[src/core/gpt_map.svh]
// Register offsets, field positions, codes and reset values of the timer.
// Included by the timer top; definitions only.
`ifndef GPT_MAP_SVH
`define GPT_MAP_SVH

`define GPT_A_CTRL 8'h00
`define GPT_A_SMC 8'h04
`define GPT_A_EVG 8'h08
`define GPT_A_STAT 8'h0C
`define GPT_A_CNT 8'h10
`define GPT_A_PRESC 8'h14
`define GPT_A_RLD 8'h18
`define GPT_A_CHCFG 8'h1C
`define GPT_A_CCR1 8'h20
`define GPT_A_CCR2 8'h24
`define GPT_A_DT 8'h28

`define GPT_F_EN 0
`define GPT_F_SMODE 2:0
`define GPT_F_TSEL 6:4
`define GPT_F_UPD 0
`define GPT_F_CFG1 13:0
`define GPT_F_CFG2 29:16
`define GPT_F_FLAG 1:0
`define GPT_F_OVF 3:2
`define GPT_F_UIF 4
`define GPT_F_DT 7:0
`define GPT_F_CNT 15:0

`define GPT_SMODE_INT 3'h0
`define GPT_SMODE_EXT1 3'h7
`define GPT_TSEL_ED 3'h4
`define GPT_TSEL_CH1 3'h5
`define GPT_TSEL_CH2 3'h6

`define GPT_SEL_OUT 2'h0
`define GPT_SEL_CROSS 2'h2

`define GPT_OCM_ACT 3'h1
`define GPT_OCM_INACT 3'h2
`define GPT_OCM_TOG 3'h3
`define GPT_OCM_FLO 3'h4
`define GPT_OCM_FHI 3'h5
`define GPT_OCM_PWM1 3'h6
`define GPT_OCM_PWM2 3'h7

`define GPT_RST_RLD 16'hFFFF

`endif

[src/core/gpt_pkg.sv]
// Types shared by the timer modules: counter word, channel setup, states.
// Assumes nothing beyond a SystemVerilog compiler.
package gpt_pkg;
   typedef logic [15:0] gpt_cnt_t;
   typedef struct packed {
      logic [2:0] ocm;
      logic cpol;
      logic npol;
      logic [1:0] div;
      logic pol;
      logic [3:0] filt;
      logic [1:0] sel;
   } gpt_chcfg_s;
   typedef struct packed {
      logic [2:0] sy;
      logic lvl;
      logic [3:0] fc;
      logic filt;
      logic rise;
      logic fall;
   } gpt_cin_s;
   typedef struct packed {
      logic oref_d;
      logic [7:0] cnt;
      logic om;
      logic on;
   } gpt_dt_s;
   typedef struct packed {
      logic en;
      logic [2:0] smode;
      logic [2:0] tsel;
      gpt_cnt_t cnt;
      gpt_cnt_t presc;
      gpt_cnt_t presc_act;
      gpt_cnt_t presc_cnt;
      gpt_cnt_t reload;
      gpt_chcfg_s [1:0] cfg;
      gpt_cnt_t [1:0] pre;
      gpt_cnt_t [1:0] shd;
      logic [1:0] cp_pend;
      logic [1:0][2:0] dvc;
      logic [1:0] flag;
      logic [1:0] ovf;
      logic uif;
      logic [1:0] oref;
      logic [7:0] dt;
      logic trig_d;
      logic [31:0] prdata;
      logic perr;
   } gpt_top_s;
endpackage

[src/core/gpt_ch_if.sv]
// Per-channel signals between the timer core, input path and output stage.
// Inputs driven by the timer top, outputs by the channel modules, all through continuous assignments.
`timescale 1ns/1ps
interface gpt_ch_if;
   logic pin;
   logic [3:0] filt_set;
   logic filt;
   logic rise;
   logic fall;
   logic oref;
   logic [7:0] dt;
   logic cpol;
   logic npol;
   logic out_m;
   logic out_n;
   modport inp (input pin, filt_set, output filt, rise, fall);
   modport dtg (input oref, dt, cpol, npol, output out_m, out_n);
endinterface

[src/core/gpt_chan_in.sv]
// Channel input path: pin synchroniser, digital filter, edge detector.
// Pin is asynchronous to mclk; filter setting comes from the core.
`timescale 1ns/1ps
module gpt_chan_in (
   input wire logic mclk,
   input wire logic reset,
   gpt_ch_if.inp ch
);
   import gpt_pkg::*;
   gpt_cin_s r;
   gpt_cin_s n;

   always_comb begin
      n = r;
      n.sy = {r.sy[1:0], ch.pin};
      // Only the second and third stages are compared
      if (r.sy[1] == r.sy[2]) begin
         n.lvl = r.sy[2];
      end
      // New level must persist past the setting before it passes
      if (r.lvl == r.filt) begin
         n.fc = 4'h0;
      end else if (r.fc >= ch.filt_set) begin
         n.filt = r.lvl;
         n.fc = 4'h0;
      end else begin
         n.fc = r.fc + 4'h1;
      end
      n.rise = n.filt & ~r.filt;
      n.fall = ~n.filt & r.filt;
   end

   always_ff @(posedge mclk) begin
      if (reset) begin
         r <= '0;
      end else begin
         r <= n;
      end
   end

   assign ch.filt = r.filt;
   assign ch.rise = r.rise;
   assign ch.fall = r.fall;
endmodule // gpt_chan_in

[src/core/gpt_dtgen.sv]
// Channel output stage: complementary pair with dead time and polarity.
// Dead time counts mclk cycles; reference comes from the core.
`timescale 1ns/1ps
module gpt_dtgen (
   input wire logic mclk,
   input wire logic reset,
   gpt_ch_if.dtg ch
);
   import gpt_pkg::*;
   gpt_dt_s r;
   gpt_dt_s n;
   logic idle;

   always_comb begin
      n = r;
      n.oref_d = ch.oref;
      // Both legs rest while the gap runs, so they never overlap
      if (ch.oref != r.oref_d) begin
         n.cnt = ch.dt;
      end else if (r.cnt != 8'h00) begin
         n.cnt = r.cnt - 8'h01;
      end
      idle = n.cnt != 8'h00;
      n.om = (ch.oref & ~idle) ^ ch.cpol;
      n.on = (~ch.oref & ~idle) ^ ch.npol;
   end

   always_ff @(posedge mclk) begin
      if (reset) begin
         r <= '0;
      end else begin
         r <= n;
      end
   end

   assign ch.out_m = r.om;
   assign ch.out_n = r.on;
endmodule // gpt_dtgen

[src/core/gpt_top.sv]
// Sixteen-bit up-counting timer with prescaler, reload, two channels.
// APB slave on mclk; channel pins asynchronous; triggers on mclk.
//
// How it works
// - Sixteen-bit up counter reloaded each cycle
// - No down or centre counting
// - Prescaler divides by value plus one
// - New prescale value waits for update event
// - Counter restarts from zero after reaching reload value register
// - Slave mode zero counts internal bus clock
// - Slave mode seven counts rising edges of the trigger
// - Trigger from internal triggers or channels
// - No external clock pin exists
// - Two channels, each capture or compare
// - Input filtered, edge detected, polarity selected
// - Own or neighbour input, then event divider
// - Software accesses only the preload copy
// - Capture latches shadow, then copies preload
// - Compare uses shadow loaded from preload
// - Complementary outputs separated by dead time
// - Independent polarity for each output leg
// - Capture sets flag, overcapture; CCR read clears flag only
// - Modes four, five force reference output
//
// The register addresses and register access over APB were left to the implementer.
`timescale 1ns/1ps
`include "gpt_map.svh"
module gpt_top (
   input wire logic mclk,
   input wire logic reset,
   input wire logic psel,
   input wire logic penable,
   input wire logic pwrite,
   input wire logic [7:0] paddr,
   input wire logic [31:0] pwdata,
   output logic [31:0] prdata,
   output logic pready,
   output logic pslverr,
   input wire logic [3:0] internal_trigger_in,
   input wire logic [1:0] ch_pin_in,
   output logic [1:0] ch_pin_out,
   output logic [1:0] ch_pin_oe,
   output logic [1:0] ch_n_out
);
   import gpt_pkg::*;
   gpt_top_s r;
   gpt_top_s n;
   logic setup;
   logic acc_wr;
   logic acc_rd;
   logic upd_req;
   logic trig;
   logic in_tick;
   logic cnt_tick;
   logic wrap;
   logic uev;
   logic [1:0] filt;
   logic [1:0] rise;
   logic [1:0] fall;
   logic [1:0] capm;
   logic [1:0] evt;
   logic [1:0] cap;
   logic [1:0] mtch;
   logic [1:0] rdclr;
   logic [1:0][2:0] lim;

   assign setup = psel & ~penable;
   assign acc_wr = psel & penable & pwrite;
   assign acc_rd = psel & penable & ~pwrite;
   assign upd_req = acc_wr & (paddr == `GPT_A_EVG) & pwdata[`GPT_F_UPD];

   // Only internal triggers and channels reach the trigger
   always_comb begin
      case (r.tsel)
         `GPT_TSEL_ED: trig = rise[0] | fall[0];
         `GPT_TSEL_CH1: trig = filt[0] ^ r.cfg[0].pol;
         `GPT_TSEL_CH2: trig = filt[1] ^ r.cfg[1].pol;
         default: trig = ~r.tsel[2] & internal_trigger_in[r.tsel[1:0]];
      endcase
   end

   // Unlisted slave modes fall back to the bus clock
   assign in_tick = r.en & ((r.smode != `GPT_SMODE_EXT1) | (trig & ~r.trig_d));
   assign cnt_tick = in_tick & (r.presc_cnt == r.presc_act);
   assign wrap = cnt_tick & (r.cnt == r.reload);
   assign uev = upd_req | wrap;

   always_comb begin
      n = r;
      capm = '0;
      evt = '0;
      cap = '0;
      mtch = '0;
      rdclr = '0;
      lim = '0;
      n.trig_d = trig;
      if (in_tick) begin
         n.presc_cnt = cnt_tick ? 16'h0000 : r.presc_cnt + 16'h0001;
      end
      // Up only; the reload value closes each cycle
      if (cnt_tick) begin
         n.cnt = wrap ? 16'h0000 : r.cnt + 16'h0001;
      end
      if (upd_req) begin
         n.cnt = 16'h0000;
         n.presc_cnt = 16'h0000;
      end
      if (acc_wr) begin
         if (paddr == `GPT_A_CTRL) begin
            n.en = pwdata[`GPT_F_EN];
         end else if (paddr == `GPT_A_SMC) begin
            n.smode = pwdata[`GPT_F_SMODE];
            n.tsel = pwdata[`GPT_F_TSEL];
         end else if (paddr == `GPT_A_STAT) begin
            n.flag = r.flag & ~pwdata[`GPT_F_FLAG];
            n.ovf = r.ovf & ~pwdata[`GPT_F_OVF];
            n.uif = r.uif & ~pwdata[`GPT_F_UIF];
         end else if (paddr == `GPT_A_CNT) begin
            n.cnt = pwdata[`GPT_F_CNT];
         end else if (paddr == `GPT_A_PRESC) begin
            n.presc = pwdata[`GPT_F_CNT];
         end else if (paddr == `GPT_A_RLD) begin
            n.reload = pwdata[`GPT_F_CNT];
         end else if (paddr == `GPT_A_CHCFG) begin
            n.cfg[0] = pwdata[`GPT_F_CFG1];
            n.cfg[1] = pwdata[`GPT_F_CFG2];
         end else if (paddr == `GPT_A_CCR1) begin
            n.pre[0] = pwdata[`GPT_F_CNT];
         end else if (paddr == `GPT_A_CCR2) begin
            n.pre[1] = pwdata[`GPT_F_CNT];
         end else if (paddr == `GPT_A_DT) begin
            n.dt = pwdata[`GPT_F_DT];
         end
      end
      // Prescale value moves to the divider only here
      if (uev) begin
         n.presc_act = r.presc;
         n.uif = 1'b1;
      end
      for (int i = 0; i < 2; i++) begin
         capm[i] = r.cfg[i].sel != `GPT_SEL_OUT;
         // Neighbour's filtered input under own polarity
         if (r.cfg[i].sel == `GPT_SEL_CROSS) begin
            evt[i] = r.cfg[i].pol ? fall[1 - i] : rise[1 - i];
         end else begin
            evt[i] = r.cfg[i].pol ? fall[i] : rise[i];
         end
         evt[i] = evt[i] & capm[i];
         lim[i] = 3'((4'h1 << r.cfg[i].div) - 4'h1);
         if (evt[i]) begin
            n.dvc[i] = (r.dvc[i] == lim[i]) ? 3'h0 : r.dvc[i] + 3'h1;
         end
         cap[i] = evt[i] & (r.dvc[i] == lim[i]);
         // Capture hits the shadow first, preload a cycle later
         if (r.cp_pend[i]) begin
            n.pre[i] = r.shd[i];
         end
         n.cp_pend[i] = cap[i];
         if (cap[i]) begin
            n.shd[i] = r.cnt;
         end else if (!capm[i] && (uev || !r.en)) begin
            n.shd[i] = r.pre[i];
         end
         mtch[i] = !capm[i] & cnt_tick & (n.cnt == r.shd[i]);
         rdclr[i] = acc_rd & (paddr == (i == 0 ? `GPT_A_CCR1 : `GPT_A_CCR2));
         if (rdclr[i]) begin
            n.flag[i] = 1'b0;
         end
         // Set after clear: an event in the clearing cycle survives
         if (cap[i] | mtch[i]) begin
            n.flag[i] = 1'b1;
         end
         if (cap[i] & r.flag[i]) begin
            n.ovf[i] = 1'b1;
         end
         case (r.cfg[i].ocm)
            `GPT_OCM_ACT: if (mtch[i]) n.oref[i] = 1'b1;
            `GPT_OCM_INACT: if (mtch[i]) n.oref[i] = 1'b0;
            `GPT_OCM_TOG: if (mtch[i]) n.oref[i] = ~r.oref[i];
            `GPT_OCM_FLO: n.oref[i] = 1'b0;
            `GPT_OCM_FHI: n.oref[i] = 1'b1;
            `GPT_OCM_PWM1: n.oref[i] = n.cnt < r.shd[i];
            `GPT_OCM_PWM2: n.oref[i] = !(n.cnt < r.shd[i]);
            default: n.oref[i] = r.oref[i];
         endcase
      end
      // Read data is taken in the setup cycle so it leaves a flop
      if (setup) begin
         n.perr = 1'b0;
         if (paddr == `GPT_A_CTRL) begin
            n.prdata = {31'h0, r.en};
         end else if (paddr == `GPT_A_SMC) begin
            n.prdata = {25'h0, r.tsel, 1'b0, r.smode};
         end else if (paddr == `GPT_A_EVG) begin
            n.prdata = 32'h0;
         end else if (paddr == `GPT_A_STAT) begin
            n.prdata = {27'h0, r.uif, r.ovf, r.flag};
         end else if (paddr == `GPT_A_CNT) begin
            n.prdata = {16'h0, r.cnt};
         end else if (paddr == `GPT_A_PRESC) begin
            n.prdata = {16'h0, r.presc};
         end else if (paddr == `GPT_A_RLD) begin
            n.prdata = {16'h0, r.reload};
         end else if (paddr == `GPT_A_CHCFG) begin
            n.prdata = {2'h0, r.cfg[1], 2'h0, r.cfg[0]};
         end else if (paddr == `GPT_A_CCR1) begin
            n.prdata = {16'h0, r.pre[0]};
         end else if (paddr == `GPT_A_CCR2) begin
            n.prdata = {16'h0, r.pre[1]};
         end else if (paddr == `GPT_A_DT) begin
            n.prdata = {24'h0, r.dt};
         end else begin
            n.prdata = 32'h0;
            n.perr = 1'b1;
         end
      end
   end

   always_ff @(posedge mclk) begin
      if (reset) begin
         r <= '0;
         r.reload <= `GPT_RST_RLD;
      end else begin
         r <= n;
      end
   end

   assign prdata = r.prdata;
   assign pready = 1'b1;
   assign pslverr = r.perr;

   for (genvar g = 0; g < 2; g++) begin : g_ch
      gpt_ch_if chif();
      assign chif.pin = ch_pin_in[g];
      assign chif.filt_set = r.cfg[g].filt;
      assign chif.oref = r.oref[g];
      assign chif.dt = r.dt;
      assign chif.cpol = r.cfg[g].cpol;
      assign chif.npol = r.cfg[g].npol;
      assign filt[g] = chif.filt;
      assign rise[g] = chif.rise;
      assign fall[g] = chif.fall;
      assign ch_pin_out[g] = chif.out_m;
      assign ch_n_out[g] = chif.out_n;
      assign ch_pin_oe[g] = r.cfg[g].sel == `GPT_SEL_OUT;
      gpt_chan_in u_in (
         .mclk(mclk),
         .reset(reset),
         .ch(chif.inp)
      );
      gpt_dtgen u_dt (
         .mclk(mclk),
         .reset(reset),
         .ch(chif.dtg)
      );
   end
endmodule // gpt_top

[config.mk]
export PLATFORM = sky130hd
export DESIGN_NAME = gpt_top
export DESIGN_NICKNAME = d
export VERILOG_FILES = /design/src/core/gpt_pkg.sv /design/src/core/gpt_ch_if.sv /design/src/core/gpt_chan_in.sv /design/src/core/gpt_dtgen.sv /design/src/core/gpt_top.sv
export VERILOG_INCLUDE_DIRS = /design/src /design/src/core
export SDC_FILE = /design/constraint.sdc
export NUM_CORES = 1
export LEC_CHECK = 0
export ABC_AREA = 1
export BUFFER_PORTS_ARGS = -buffer_cell sky130_fd_sc_hd__buf_4
export CORE_MARGIN = 3
export CORE_UTILIZATION = 50
export DETAILED_ROUTE_END_ITERATION = 8
export GPL_TIMING_DRIVEN = 0
export PLACE_DENSITY_LB_ADDON = 0.05
export REMOVE_ABC_BUFFERS = 1
export SKIP_CTS_REPAIR_TIMING = 1
export SLEW_MARGIN = 20
export SYNTH_ARGS = -nofsm -noshare
export SYNTH_HDL_FRONTEND = slang
export SYNTH_SLANG_ARGS = --single-unit
[constraint.sdc]
create_clock -name mclk -period 4.4 [get_ports mclk]
set_input_delay 1.1 -clock mclk [delete_from_list [all_inputs] [get_ports mclk]]
set_output_delay 1.1 -clock mclk [all_outputs]
set_load 0.02 [all_outputs]
==> results.ini <==
[synthesis]
synth_top_flop_cell=dfxtp_1
synth-seq-area-share=0.378
synth.avg_cell_area_um2=7.03
synth_cell_types=53
synth-seq-cells=278
netlist_area_um2=14700
ys_warn_count=0
syn-instance-count=2098
synth_edf_count=0
async_reset_ff_frac=0

[sta]
slew_headroom=0.278
clock.fmax_ghz=0.241
skew_ns=0.0116
worst_pin_slew_ns=1.08
timing.final.crit_share=0.945
drv_slew=0
timing.final.crit_period_ns=4.16
setup_viol=0
setup_tns_ns=0
hold_viol=0

[placed_design]
gp_congestion=0.918
dp_hpwl_mm=31.9
portBuffers=85

[layout]
final_nets=2210
layout-drive-gt1-share=0.112
syn2layout_area_growth_pct=13.1
fill_cells=2848
regArea_um2=5570
post-route-util=0.578
multi_input_area_um2=7530
diodes=0

[route]
finalWirelength_mm=44.9
ant_nets=0
vias=13900
firstDrtPassIters=7
wl_per_cell_um=17.8
vias_per_cell=5.53
drtIter0Drc=1144
drc=0

[pwr]
comb_power_share=0.130
p_per_area_nw_per_um2=381
p_seq_frac=0.415
p_clk_frac=0.455
leakagePower_nw=6.63
swShare=0.261
internal-power_mw=4.69
p_sw_mw=1.65
vdd_ir_drop_max_mv=0.257

[setup_path]
cp_data_required_time_ns=4.85
cpMostUsedCell=nand2_1
reg2reg_depth=21
end_kind=register
cpPeakStageDelay_ns=0.32
crit_chain=buf_4 -> nor2_2 -> nand3_1 -> nor2_4 -> buf_4 -> nand2_1 -> nand3_1 -> clkinvlp_4 -> nand3_1 -> nand2_1 -> ha_1 -> nand2_1 -> inv_1 -> nand4_1 -> nor4_1 -> nand2_1 -> nor2_1 -> o21ai_0 -> nor2_1 -> nor2_1
crit_type=primary input to register
crit_slowest_cell=ha_1
worst-path-max-fanout=9
arrival_ns=4.61
cp-start-kind=primary input

[hold_path]
min-delay-path-class=register to register
min_delay_path_depth=2

[cts]
clk_pin_slew_worst_paths_ns=0.06
cts_buffers=31
numClockSinks=278
cts_htree_levels=1
cts_tree=built
clock_latency_ns=0.56
clock-root-buffer=clkbuf_16
clock_path_buffers=3

[floorplanning]
start_util=0.511
die_h_um=178
rows=62
dieArea_um2=31600
die_w_um=178
io_pins=91
coreArea_um2=28900

[global_route]
grt_max_degree=104
antenna_found_initial=0
grtUsageTotal=0.280
overflow=0
grt_pass1_vias=12700
grt_pass1_wl_mm=70.1

[flow_run]
max_cap_violations=0

[run_status]
status=completed

path summary, 6_finish.rpt:
path,start,slack (ns),to
max,paddr[7],0.24,g_ch[1].chif.oref$_SDFFE_PP0P_
min,g_ch[0].u_in.n[9]$_SDFF_PP0_,0.40,g_ch[0].u_in.n[10]$_SDFF_PP0_
max reg2reg,r[225]$_SDFF_PP0_,0.57,g_ch[1].chif.oref$_SDFFE_PP0P_
min reg2reg,g_ch[0].u_in.n[9]$_SDFF_PP0_,0.40,g_ch[0].u_in.n[10]$_SDFF_PP0_
cell usage in the layout (no fill, tap or decap), types with 6 or more instances in the layout:
cell type and count:
nand2_1 414, dfxtp_1 277, inv_1 254, o21ai_0 198, a21oi_1 195, nor2_1 139
nand3_1 127, buf_4 95, ha_1 50, a211oi_1 35, clkbuf_16 31, o211ai_1 28
nand4_1 26, nor3_1 26, a31oi_1 22, inv_2 21, xor2_1 19, o21ai_1 16
xnor2_1 15, o22ai_1 11, nor2_2 10, a21oi_2 9, nor3_2 8, nor2_4 7
o2111ai_1 7, bufinv_16 7, clkbuf_8 7, clkinv_2 6
Yosys cell counts, drive strengths merged, types with 3 or more instances:
| master | instances | area share |
|---|---|---|
| a211oi | 35 | 0.018 |
| a21oi | 206 | 0.073 |
| a22oi | 4 | 0.0020 |
| a31oi | 23 | 0.0098 |
| buf | 71 | 0.032 |
| clkbuf | 57 | 0.015 |
| clkinv | 3 | 0.00076 |
| dfxtp | 278 | 0.38 |
| ha | 50 | 0.042 |
| inv | 276 | 0.070 |
| nand2 | 423 | 0.11 |
| nand3 | 130 | 0.045 |
| nand4 | 27 | 0.012 |
| nor2 | 156 | 0.043 |
| nor3 | 34 | 0.014 |
| nor4 | 4 | 0.0017 |
| o2111ai | 7 | 0.0042 |
| o211ai | 28 | 0.014 |
| o21ai | 217 | 0.075 |
| o221ai | 5 | 0.0030 |
| o22ai | 11 | 0.0047 |
| xnor2 | 15 | 0.0089 |
| xor2 | 21 | 0.013 |
worst max-delay path: cells and delay by family:
family,cells,cell delay (ns)
AOI/OAI and AO/OA,1,0.09
buffers and inverters,4,0.64
adders and majority gates,1,0.32
and+or+nand+nor,14,2.44
power by group through the flow:
stage / clock, mW / combinational (mW) / sequential (mW)
3_3_place_gp: 0 / 0.802 / 2.69
3_5_place_dp: 0 / 0.813 / 2.69
2_1_floorplan: 0 / 0.586 / 2.68
5_1_grt: 3.02 / 0.952 / 2.64
4_1_cts: 2.91 / 0.822 / 2.63
6_report: 2.89 / 0.822 / 2.63
sequential cells by signal, indices dropped and copies added (netlist names):
signal,flops
g_ch.chif.cpol,2
g_ch.chif.dt,8
g_ch.chif.filt_set,8
g_ch.chif.npol,2
g_ch.chif.oref,2
g_ch.u_dt.ch.out_m,2
g_ch.u_dt.ch.out_n,2
g_ch.u_dt.r,18
g_ch.u_in.ch.fall,2
g_ch.u_in.ch.filt,2
g_ch.u_in.ch.rise,2
g_ch.u_in.n,4
g_ch.u_in.r,12
prdata,30
pslverr,1
r,181
cells by family after synthesis:
| group | share of synthesized area |
|---|---|
| AOI/OAI and AO/OA | 0.210 |
| xor gates and xnor gates | 0.0224 |
| adders and majority gates | 0.0424 |
| buffers and inverters | 0.117 |
| DFF | 0.378 |
| other | 0.000510 |
| and+or+nand+nor | 0.230 |
final cells by class:
type,count,area share
Multi-Input combinational cell,1414,0.452
Sequential cell,278,0.334
Inverter,279,0.0634
Timing Repair Buffer,105,0.0539
Clock buffer,42,0.0532
Tap cell,384,0.0288
Clock inverter,14,0.0151
per-stage QoR:
stage | power (mW) | setup slack [ns] | instances | hold WS (ns) | cell area (µm²)
finish | 6.34 | 0.242 | 2516 | 0.401 | 16700
global placement | 3.49 | -1.72 | 2440 | 0.390 | 15200
floorplan | 3.27 | 0.345 | 1971 | 0.388 | 14100
detailed placement | 3.50 | -1.47 | 2449 | 0.392 | 15400
CTS | 6.37 | -0.910 | 2505 | 0.400 | 16600
global route | 6.61 | -0.00256 | 2516 | 0.427 | 16700
metal layers:
metal	share of wire	up-vias	track usage
met1	0.47	6481	0.413
met5	0	-	0
met2	0.43	402	0.424
met3	0.075	79	0.0426
met4	0.029	0	0.0798
li1	-	6954	-
Note: power is estimated with default switching activity, not from simulation.
